--- config.mk ---
export PLATFORM = sky130hd
export DESIGN_NAME = dsg_clock_gate
export DESIGN_NICKNAME = d
export VERILOG_FILES = /design/src/hdl/dsg_gate_reg.v /design/src/hdl/dsg_fault_irq.v /design/src/hdl/dsg_clock_gate.v
export VERILOG_INCLUDE_DIRS = /design/src /design/src/hdl
export SDC_FILE = /design/constraint.sdc
export NUM_CORES = 1
export LEC_CHECK = 0
export ABC_CLOCK_PERIOD_IN_PS = 2350
export BUFFER_PORTS_ARGS = -buffer_cell sky130_fd_sc_hd__buf_4
export CAP_MARGIN = 10
export CORE_MARGIN = 8
export CORE_UTILIZATION = 47
export CTS_BUF_LIST = sky130_fd_sc_hd__clkbuf_8
export CTS_CLUSTER_DIAMETER = 50
export CTS_CLUSTER_SIZE = 12
export DETAILED_ROUTE_END_ITERATION = 16
export PLACE_DENSITY_LB_ADDON = 0.08
export SLEW_MARGIN = 20
export SYNTH_ARGS = -nofsm -noshare
export SYNTH_HDL_FRONTEND = slang
export SYNTH_SLANG_ARGS = --single-unit
--- constraint.sdc ---
create_clock -name CORE_CLK -period 2.35 [get_ports CORE_CLK]
set_input_delay 0.1175 -clock CORE_CLK [delete_from_list [all_inputs] [get_ports CORE_CLK]]
set_output_delay 0.1175 -clock CORE_CLK [all_outputs]
set_load 0.05 [all_outputs]
--- src/hdl/dsg_map.vh ---
// Purpose: Constants for the deep-sleep clock gating control block.
// Assumes: APB register bus with 32-bit data, one aligned word per register.
// Notes: Units are indexed 0 = ADC0, 1 = hibernation, 2 = watchdog, 3 = CAN unit 0.
// Contract
// - Each gating bit is one unit clock enable.
// - Access to gated unit raises bus fault.
// - Gating register resets to 0x00000040.
// - Deep-sleep gating register sits at 0x120.
// - Sleep registers apply only with auto gating.
// - Bit 16 enables ADC0 clock, reset 0.
// - Bit 6 enables hibernation clock, reset 1.
// - Bit 3 enables watchdog clock, reset 0.
// - Reserved bits read zero, writes ignored.
// - Bit 24 enables CAN unit 0 clock, reset 0.
`ifndef DSG_MAP_VH
`define DSG_MAP_VH

`define DSG_OFF_RUN_GATE 12'h100
`define DSG_OFF_SLEEP_GATE 12'h110
`define DSG_OFF_DEEP_GATE 12'h120
`define DSG_OFF_RUN_CFG 12'h060
`define DSG_OFF_FAULT_STAT 12'h150
`define DSG_OFF_FAULT_MASK 12'h154

`define DSG_GATE_RESET 32'h00000040
`define DSG_RUN_CFG_RESET 32'h00000000
`define DSG_GATE_IMPL 32'h01010048
`define DSG_RUN_CFG_IMPL 32'h08000000

`define DSG_BIT_ADC 16
`define DSG_BIT_HIBERNATE 6
`define DSG_BIT_WATCHDOG 3
`define DSG_BIT_CAN 24
`define DSG_BIT_AUTO_GATE 27

`define DSG_NUM_UNITS 4

`endif

--- src/hdl/dsg_gate_reg.v ---
// Purpose: One software-written register with byte strobes and a fixed set of writable bits.
// Assumes: Write strobe is a one-cycle pulse on the completing APB edge.
// Notes: Bits outside IMPL never store a value and read as zero.
`timescale 1ns/10ps
`default_nettype none
module dsg_gate_reg #(
	parameter [31:0] RESET = 32'h00000000,
	parameter [31:0] IMPL = 32'hffffffff
) (
	input wire clk,
	input wire rst,
	input wire wr,
	input wire [3:0] strb,
	input wire [31:0] wdata,
	output wire [31:0] value
);
	reg [31:0] value_r;
	reg [31:0] value_nxt;
	integer i;

	always @* begin
		value_nxt = value_r;
		if (wr) begin
			for (i = 0; i < 4; i = i + 1) begin
				if (strb[i]) begin
					value_nxt[i*8 +: 8] = wdata[i*8 +: 8];
				end
			end
		end
		value_nxt = value_nxt & IMPL;
	end

	always @(posedge clk) begin
		if (rst) begin
			value_r <= RESET & IMPL;
		end else begin
			value_r <= value_nxt;
		end
	end

	assign value = value_r;
endmodule
`default_nettype wire

--- src/hdl/dsg_fault_irq.v ---
// Purpose: Sticky fault status, mask and level interrupt.
// Assumes: Clear mask holds exactly the bits that software was shown by the read.
// Notes: A new fault in the clearing cycle survives, since set is applied after clear.
`include "dsg_map.vh"
`timescale 1ns/10ps
`default_nettype none
module dsg_fault_irq (
	input wire clk,
	input wire rst,
	input wire [31:0] set,
	input wire clr,
	input wire [31:0] clr_bits,
	input wire mask_wr,
	input wire [31:0] mask_wdata,
	output wire [31:0] status,
	output wire [31:0] mask,
	output wire irq_nxt
);
	reg [31:0] status_r;
	reg [31:0] status_nxt;
	reg [31:0] mask_r;

	always @* begin
		status_nxt = status_r;
		if (clr) begin
			status_nxt = status_nxt & ~clr_bits;
		end
		status_nxt = (status_nxt | set) & `DSG_GATE_IMPL;
	end

	always @(posedge clk) begin
		if (rst) begin
			status_r <= 32'h00000000;
			mask_r <= 32'h00000000;
		end else begin
			status_r <= status_nxt;
			if (mask_wr) begin
				mask_r <= mask_wdata & `DSG_GATE_IMPL;
			end
		end
	end

	assign status = status_r;
	assign mask = mask_r;
	assign irq_nxt = |(status_nxt & (mask_wr ? (mask_wdata & `DSG_GATE_IMPL) : mask_r));
endmodule
`default_nettype wire

--- src/hdl/dsg_clock_gate.v ---
// Purpose: Clock gating control for the deep-sleep, sleep and run modes, with bus fault detection.
// Assumes: Mode and unit access inputs come from logic on CORE_CLK.
// Notes: Enables are registered, so a register write reaches the units one cycle after it completes.
`include "dsg_map.vh"
`timescale 1ns/10ps
`default_nettype none
module dsg_clock_gate (
	input wire CORE_CLK,
	input wire SYS_RST,
	input wire PSEL,
	input wire PENABLE,
	input wire PWRITE,
	input wire [11:0] PADDR,
	input wire [31:0] PWDATA,
	input wire [3:0] PSTRB,
	output reg [31:0] PRDATA,
	output reg PREADY,
	output reg PSLVERR,
	input wire SLEEP_MODE,
	input wire DEEP_SLEEP_MODE,
	input wire [3:0] UNIT_ACCESS,
	output reg [3:0] UNIT_CLK_EN,
	output reg [3:0] UNIT_BUS_FAULT,
	output reg IRQ
);
	localparam [1:0] MODE_RUN = 2'h0;
	localparam [1:0] MODE_SLEEP = 2'h1;
	localparam [1:0] MODE_DEEP = 2'h2;

	wire [31:0] run_clock_gate_0;
	wire [31:0] sleep_clock_gate_0;
	wire [31:0] deep_sleep_clock_gate_0;
	wire [31:0] run_clock_config;
	wire [31:0] fault_status;
	wire [31:0] fault_mask;
	wire irq_nxt;
	wire auto_clock_gating_select;
	wire access_phase;
	wire xfer;
	wire wr_xfer;
	wire rd_xfer;
	wire hit;
	reg [1:0] mode_nxt;
	reg [3:0] clk_en_nxt;
	wire [3:0] fault_nxt;
	wire [31:0] fault_set;
	reg [31:0] rdata_nxt;
	reg stat_read_r;
	genvar u;

	// Maps the four implemented gating bits of a register word onto unit order.
	function [3:0] unit_enables;
		input [31:0] word;
		begin
			unit_enables[0] = word[`DSG_BIT_ADC];
			unit_enables[1] = word[`DSG_BIT_HIBERNATE];
			unit_enables[2] = word[`DSG_BIT_WATCHDOG];
			unit_enables[3] = word[`DSG_BIT_CAN];
		end
	endfunction

	// Places unit-ordered bits back at their register positions.
	function [31:0] unit_to_word;
		input [3:0] units;
		begin
			unit_to_word = 32'h00000000;
			unit_to_word[`DSG_BIT_ADC] = units[0];
			unit_to_word[`DSG_BIT_HIBERNATE] = units[1];
			unit_to_word[`DSG_BIT_WATCHDOG] = units[2];
			unit_to_word[`DSG_BIT_CAN] = units[3];
		end
	endfunction

	// True when the address names a mapped register.
	function addr_mapped;
		input [11:0] addr;
		begin
			if (addr == `DSG_OFF_RUN_GATE) begin
				addr_mapped = 1'b1;
			end else if (addr == `DSG_OFF_SLEEP_GATE) begin
				addr_mapped = 1'b1;
			end else if (addr == `DSG_OFF_DEEP_GATE) begin
				addr_mapped = 1'b1;
			end else if (addr == `DSG_OFF_RUN_CFG) begin
				addr_mapped = 1'b1;
			end else if (addr == `DSG_OFF_FAULT_STAT) begin
				addr_mapped = 1'b1;
			end else if (addr == `DSG_OFF_FAULT_MASK) begin
				addr_mapped = 1'b1;
			end else begin
				addr_mapped = 1'b0;
			end
		end
	endfunction

	// One wait state: PREADY rises in the second access cycle, which gives the read mux a full cycle.
	assign access_phase = PSEL & PENABLE;
	assign xfer = access_phase & PREADY;
	assign hit = addr_mapped(PADDR);
	assign wr_xfer = xfer & PWRITE & hit;
	assign rd_xfer = xfer & ~PWRITE & hit;

	dsg_gate_reg #(
		.RESET(`DSG_GATE_RESET),
		.IMPL(`DSG_GATE_IMPL)
	) u_run_gate (
		.clk(CORE_CLK),
		.rst(SYS_RST),
		.wr(wr_xfer & (PADDR == `DSG_OFF_RUN_GATE)),
		.strb(PSTRB),
		.wdata(PWDATA),
		.value(run_clock_gate_0)
	);

	dsg_gate_reg #(
		.RESET(`DSG_GATE_RESET),
		.IMPL(`DSG_GATE_IMPL)
	) u_sleep_gate (
		.clk(CORE_CLK),
		.rst(SYS_RST),
		.wr(wr_xfer & (PADDR == `DSG_OFF_SLEEP_GATE)),
		.strb(PSTRB),
		.wdata(PWDATA),
		.value(sleep_clock_gate_0)
	);

	dsg_gate_reg #(
		.RESET(`DSG_GATE_RESET),
		.IMPL(`DSG_GATE_IMPL)
	) u_deep_gate (
		.clk(CORE_CLK),
		.rst(SYS_RST),
		.wr(wr_xfer & (PADDR == `DSG_OFF_DEEP_GATE)),
		.strb(PSTRB),
		.wdata(PWDATA),
		.value(deep_sleep_clock_gate_0)
	);

	dsg_gate_reg #(
		.RESET(`DSG_RUN_CFG_RESET),
		.IMPL(`DSG_RUN_CFG_IMPL)
	) u_run_cfg (
		.clk(CORE_CLK),
		.rst(SYS_RST),
		.wr(wr_xfer & (PADDR == `DSG_OFF_RUN_CFG)),
		.strb(PSTRB),
		.wdata(PWDATA),
		.value(run_clock_config)
	);

	assign auto_clock_gating_select = run_clock_config[`DSG_BIT_AUTO_GATE];

	// Deep sleep wins if both mode inputs are high, since it is the stronger request.
	always @* begin
		mode_nxt = MODE_RUN;
		if (auto_clock_gating_select) begin
			if (DEEP_SLEEP_MODE) begin
				mode_nxt = MODE_DEEP;
			end else if (SLEEP_MODE) begin
				mode_nxt = MODE_SLEEP;
			end
		end
	end

	always @* begin
		case (mode_nxt)
			MODE_SLEEP: begin
				clk_en_nxt = unit_enables(sleep_clock_gate_0);
			end
			MODE_DEEP: begin
				clk_en_nxt = unit_enables(deep_sleep_clock_gate_0);
			end
			default: begin
				clk_en_nxt = unit_enables(run_clock_gate_0);
			end
		endcase
	end

	always @(posedge CORE_CLK) begin
		if (SYS_RST) begin
			UNIT_CLK_EN <= unit_enables(`DSG_GATE_RESET);
		end else begin
			UNIT_CLK_EN <= clk_en_nxt;
		end
	end

	// The check uses the enables that the units are actually seeing this cycle.
	generate
		for (u = 0; u < `DSG_NUM_UNITS; u = u + 1) begin : g_unit_fault
			assign fault_nxt[u] = UNIT_ACCESS[u] & ~UNIT_CLK_EN[u];
		end
	endgenerate

	assign fault_set = unit_to_word(fault_nxt);

	always @(posedge CORE_CLK) begin
		if (SYS_RST) begin
			UNIT_BUS_FAULT <= 4'h0;
		end else begin
			UNIT_BUS_FAULT <= fault_nxt;
		end
	end

	// Reading status clears only the bits returned, so a fault arriving meanwhile stays visible.
	dsg_fault_irq u_fault_irq (
		.clk(CORE_CLK),
		.rst(SYS_RST),
		.set(fault_set),
		.clr(rd_xfer & stat_read_r),
		.clr_bits(PRDATA),
		.mask_wr(wr_xfer & (PADDR == `DSG_OFF_FAULT_MASK)),
		.mask_wdata(PWDATA),
		.status(fault_status),
		.mask(fault_mask),
		.irq_nxt(irq_nxt)
	);

	always @(posedge CORE_CLK) begin
		if (SYS_RST) begin
			IRQ <= 1'b0;
		end else begin
			IRQ <= irq_nxt;
		end
	end

	always @* begin
		if (PADDR == `DSG_OFF_RUN_GATE) begin
			rdata_nxt = run_clock_gate_0;
		end else if (PADDR == `DSG_OFF_SLEEP_GATE) begin
			rdata_nxt = sleep_clock_gate_0;
		end else if (PADDR == `DSG_OFF_DEEP_GATE) begin
			rdata_nxt = deep_sleep_clock_gate_0;
		end else if (PADDR == `DSG_OFF_RUN_CFG) begin
			rdata_nxt = run_clock_config;
		end else if (PADDR == `DSG_OFF_FAULT_STAT) begin
			rdata_nxt = fault_status;
		end else if (PADDR == `DSG_OFF_FAULT_MASK) begin
			rdata_nxt = fault_mask;
		end else begin
			rdata_nxt = 32'h00000000;
		end
	end

	always @(posedge CORE_CLK) begin
		if (SYS_RST) begin
			PREADY <= 1'b0;
			PSLVERR <= 1'b0;
			PRDATA <= 32'h00000000;
			stat_read_r <= 1'b0;
		end else begin
			PREADY <= access_phase & ~PREADY;
			PSLVERR <= access_phase & ~PREADY & ~hit;
			stat_read_r <= access_phase & ~PREADY & ~PWRITE & (PADDR == `DSG_OFF_FAULT_STAT);
			if (access_phase & ~PREADY & ~PWRITE) begin
				PRDATA <= rdata_nxt & `DSG_GATE_IMPL | rdata_nxt & `DSG_RUN_CFG_IMPL;
			end else if (xfer) begin
				PRDATA <= 32'h00000000;
			end
		end
	end
endmodule
`default_nettype wire

==> results of run 1 <==
## routing by layer
metal | wire (um) | track usage (%) | up-vias
met2 | 2225 | 23.41 | 53
met5 | 0 | 0 | -
met3 | 383 | 3.030 | 5
met4 | 52 | 5.789 | 0
met1 | 2211 | 19.45 | 761
li1 | - | - | 876
## power groups by stage
stage                     logic, mW  clock network, mW  registers, mW
after global routing          0.226              0.465          0.656
after detailed placement      0.213                  0          0.670
after floorplan               0.173                  0          0.684
after CTS                     0.214              0.434          0.655
after global placement        0.213                  0          0.670
final                         0.215              0.423          0.655
## flip-flops by register name (all words and copies together) (netlist names)
register / cells
u_run_cfg.value: 1
PSLVERR: 1
u_deep_gate.value: 4
stat_read_r: 1
IRQ: 1
u_fault_irq.status: 4
PREADY: 1
UNIT_CLK_EN: 4
UNIT_BUS_FAULT: 4
PRDATA: 5
u_run_gate.value: 4
u_fault_irq.mask: 4
u_sleep_gate.value: 4
## cell families after synthesis
family / after synthesis / synth area share [%]
simple gates: 101 / 27.92
compound gates: 44 / 13.51
flops: 38 / 36.83
buf+inv: 37 / 13.02
mux: 15 / 7.329
fa+ha+maj: 2 / 1.211
other cells: 1 / 0.1815
## through the flow
stage	area [um^2]	setup slack [ns]
floorplan	2163	0.3202
global placement	2338	0.4259
detailed placement	2338	0.4232
CTS	2417	0.5782
global route	2417	0.4347
finish	2417	0.5946
## critical path, stage by stage, from the launching register on
cell and delay [ns]:
dfxtp_1 0.41, and4_1 0.27, nand2_1 0.14, nor2_8 0.15
mux2i_1 0.11, or3b_1 0.41, a41oi_2 0.20
## synthesized netlist by cell type (all sizes together) (2+ instances only)
cell	count	share of area [%]
or3	2	0.61
ha	2	1.2
dfxtp	38	37
mux2i	14	6.8
nor4	2	1.6
nand3b	2	0.73
o22ai	3	0.91
a22oi	7	2.5
nor2b	6	1.8
nor2	32	6.6
o211ai	3	1.1
nand2	21	3.8
nor3	8	1.9
and3b	2	0.91
o21ai	11	2.7
nand2b	8	2.4
nand4	4	1.9
and2b	3	1.2
or3b	3	1.3
buf	29	10
inv	3	0.55
a211o	2	0.85
nor3b	3	1.1
clkbuf	4	1.7
a21oi	13	3.1
## worst paths after layout
kind              from                   to  slack [ns]  cells after the start
max             PREADY                  IRQ        0.59                      6
min          PWDATA[6]  u_run_gate.value[6]        0.08                      2
max reg2reg     PREADY                  IRQ        0.59                      6
min reg2reg  PRDATA[3]            PRDATA[3]        0.49                      2
## area by class of cell
cell class	count	area (um^2)	share of cell area, %
Clock buffer	5	68.82	2.847
Clock inverter	2	10.01	0.4141
Inverter	3	11.26	0.4658
Multi-Input combinational cell	189	1134	46.89
Sequential cell	38	760.7	31.47
Tap cell	52	65.06	2.692
Timing Repair Buffer	49	367.9	15.22
==> qor.csv, run 1 <==
metric;value;unit
outcome;complete, no violations;
core_area;4294;um^2
cp_data_required_time;2.57;ns
p_seq_share;50.7;%
final_cell_mix;49 x buf_4, 38 x dfxtp_1, 31 x nor2_1, 27 x conb_1, 21 x nand2_1;
grt_pass1_wl;7728;um
cts_tree;built;
drt_iter0_drc;76;
layout_min_cycle_time;1.755;ns
synth.distinct_cells;46;
max_freq;569.7;MHz
worst-slew-pin-transition;0.6353;ns
gr-usage-all-layers;14.87;%
clk_pin_slew;0.08;ns
start_util;48.11;%
cts_sinks;38;
ys.flop_type;dfxtp_1;
yosysWarningCount;0;
slew_headroom;57.32;%
cts_buffer_depth;2;
ctsHtreeMaxLevel;2;
holdWs;0.07759;ns
netlist_area;2066;um^2
startpoint_type;register;
fin_nets;347;
clock_latency;0.29;ns
die_h;82.30;um
dr.pass1.iters;4;
setup_tns;0;ns
pwr-share-clk;32.7;%
fin_util;56.29;%
hpwl;3900;um
synth_edf_count;0;
final_cell_count_no_fill;338;
ys_seq_elements;38;
layout-drive-gt1-share;23.78;%
critPathMaxFanout;6;
rows;24;
num_antenna_cells;0;
final_hold_viol_count;0;
n_fill_cell;428;
vias;1695;
cts_root_buffer;clkbuf_8;
max_cap_violations;0;
ios;102;
synthCells;238;
final_common_cell;buf_4;
ant_nets;0;
worst_hold_path_type;input pin to register;
place.port_buffers;46;
ctsHoldBuffers;0;
slew_viol_final;0;
syn_avg_cell_area;8.680;um^2
power;1.293;mW
p_leak;0.9620;nW
cts_buffers;5;
cp-end-kind;register;
fin_worst_skew;0.007333;ns
drt_wl_total;4873;um
place_inst;331;
postCtsResizedCells;0;
area_delta_synth_final;17.02;%
dieArea;6772;um^2
rsz0062_at_grt;no;
sw_frac_of_total;30.09;%
setup_viol;0;
grt_antenna_before_repair;0;
worstPathArrival;1.97;ns
yosysSeqAreaShare;36.83;%
globalplace.congestion;0.8238;
internal_power;0.9040;mW
fin_crit_sh;74.70;%
p_comb_share;16.6;%
viasPerCell;5.015;
wl_per_cell;14.42;um
worst-setup-path-type;register to register;
grt_overflow;0;
die_w;82.30;um
switchingPower;0.3891;mW
async_reset_ff_share;0;%
ir_worst_vdd;0.4445;mV
powerDensity;534.9;nW/um^2
drc_errors;0;
grt_max_degree;34;
postCtsSetupBuffers;0;
grt_pass1_vias;1604;
(Power assumes the default switching activity.)
==> run 2: changes to the inputs <==
--- a/config.mk
+++ b/config.mk
@@ -6,7 +6,7 @@
 export SDC_FILE = /design/constraint.sdc
 export NUM_CORES = 1
 export LEC_CHECK = 0
-export ABC_CLOCK_PERIOD_IN_PS = 2350
+export ABC_CLOCK_PERIOD_IN_PS = 1800
 export BUFFER_PORTS_ARGS = -buffer_cell sky130_fd_sc_hd__buf_4
 export CAP_MARGIN = 10
 export CORE_MARGIN = 8
==> constraint.sdc (replaced) <==
create_clock -name CORE_CLK -period 1.8 [get_ports CORE_CLK]
set_input_delay 0.09 -clock CORE_CLK [delete_from_list [all_inputs] [get_ports CORE_CLK]]
set_output_delay 0.09 -clock CORE_CLK [all_outputs]
set_load 0.05 [all_outputs]
==> qor.csv, run 2 (synthesis gave the netlist of run 1 again) <==
metric;value;unit;change
worst-setup-path-type;register to register;;
use_met3;5.303;%;+2.3 points
die_h;82.30;um;unchanged
fin_worst_skew;0.006633;ns;-0.0007006 ns
clock_latency;0.30;ns;about the same
dr.pass1.iters;5;;+1
layout_min_cycle_time;1.695;ns;-0.06025 ns
start_util;48.11;%;unchanged
grt_use_met2;25.06;%;+1.6 points
hold_path_startpoint;PWDATA[6];;
p_leak;1.032;nW;+7.3%
slew_viol_final;0;;unchanged
grt_antenna_before_repair;0;;unchanged
crit_path_start;PREADY;;
dpl-instance-area;2410;um^2;+3.0%
grt_pass1_wl;8086;um;+4.6%
fin_nets;357;;+2.9%
holdWs;0.03371;ns;-0.04388 ns
area_delta_synth_final;23.08;%;
cts_sinks;38;;unchanged
setup_tns;0;ns;unchanged
worst_hold_path_type;input pin to register;;
num_antenna_cells;0;;unchanged
rsz0062_at_grt;no;;
ios;102;;unchanged
cts_buffer_depth;2;;unchanged
core_area;4294;um^2;unchanged
top_register;PRDATA;;
grt_overflow;0;;unchanged
powerDensity;742.6;nW/um^2;+39%
final_hold_viol_count;0;;unchanged
grt_max_degree;34;;unchanged
cts_buffers;5;;unchanged
place.port_buffers;46;;unchanged
fin_area;2542;um^2;+5.2%
gr-usage-all-layers;15.64;%;+0.77 points
max_cap_violations;0;;unchanged
wl_per_cell;14.80;um;+2.6%
drt_wl_total;5164;um;+6.0%
drc_errors;0;;unchanged
startpoint_type;register;;
cts_root_buffer;clkbuf_8;;
power;1.888;mW;+46%
rows;24;;unchanged
cp-end-kind;register;;
reg2reg_from;PREADY;;
ir_worst_vdd;0.4691;mV;+5.5%
final_cell_count_no_fill;349;;+3.3%
viasPerCell;5.037;;+0.45%
clk_pin_slew;0.08;ns;about the same
largest_reg_flops;5;;unchanged
die_w;82.30;um;unchanged
fin_util;59.21;%;+2.9 points
dp_slack;0.04656;ns;-0.3766 ns
worstPathArrival;1.92;ns;-0.05 ns
final_cell_mix;59 x buf_4, 37 x dfxtp_1, 31 x nor2_1, 27 x conb_1, 20 x nand2_1;;
globalplace.congestion;0.8281;;+0.52%
layout-drive-gt1-share;27.27;%;+3.5 points
place_inst;340;;+2.7%
setup_viol;0;;unchanged
worst_slack;0.1048;ns;-0.4897 ns
grt_pass1_vias;1690;;+5.4%
cts_tree;built;;
outcome;complete, no violations;;
hpwl;4060;um;+4.1%
max_freq;589.9;MHz;+3.6%
drt_iter0_drc;83;;+9.2%
use_met1;18.91;%;-0.54 points
ant_nets;0;;unchanged
critPathMaxFanout;6;;unchanged
grt-busiest-layer;met2;;
ctsHoldBuffers;0;;unchanged
cp_data_required_time;2.03;ns;-0.54 ns
dieArea;6772;um^2;unchanged
final_common_cell;buf_4;;
vias;1758;;+3.7%
fin_crit_sh;94.18;%;+19 points
ctsHtreeMaxLevel;2;;unchanged
[run 2: worst max-delay path: stages (launching register included)]
cell     delay (ns)
dfxtp_4        0.38
and4_1         0.26
nand2_2        0.11
nor2_8         0.15
buf_4          0.13
mux2i_1        0.07
or3b_1         0.39
a41oi_2        0.12
[run 2: path summary, 6_finish.rpt]
kind,endpoint,slack (ns),cells past startpoint
min reg2reg,PRDATA[3],0.48,2
min,u_run_gate.value[6],0.03,2
max reg2reg,IRQ,0.10,7
max,IRQ,0.10,7
[run 2: power by group]
part | internal [mW] | total (mW) | switching, mW | leakage [nW]
clock network | 0.446 | 0.747 | 0.301 | 0.0626
logic | 0.0739 | 0.286 | 0.212 | 0.661
registers | 0.849 | 0.855 | 0.00581 | 0.309
total | 1.37 | 1.89 | 0.519 | 1.03
[run 2: area by class of cell]
type | count | area [um^2]
fillers | 427 | 1752
well taps | 52 | 65.06
flip-flops and latches | 38 | 764.5
clock inverters | 2 | 33.78
clock buffers | 6 | 82.58
inverters | 3 | 11.26
repair buffers | 59 | 442.9
multi-input cells | 189 | 1142
[run 2: what timing repair did]
item | 4_1_cts | 5_1_grt
buffers inserted | 0 | 1
endpoints found under the setup margin | 0 | 1
gates resized for setup | 0 | 2
[run 2: metal layers]
layer | routed length [um] | up-vias | share of wire, %
met4 | 47 | 0 | 0.91
met3 | 414 | 5 | 8.0
li1 | - | 889 | -
met2 | 2420 | 64 | 47
met5 | 0 | - | 0
met1 | 2282 | 800 | 44
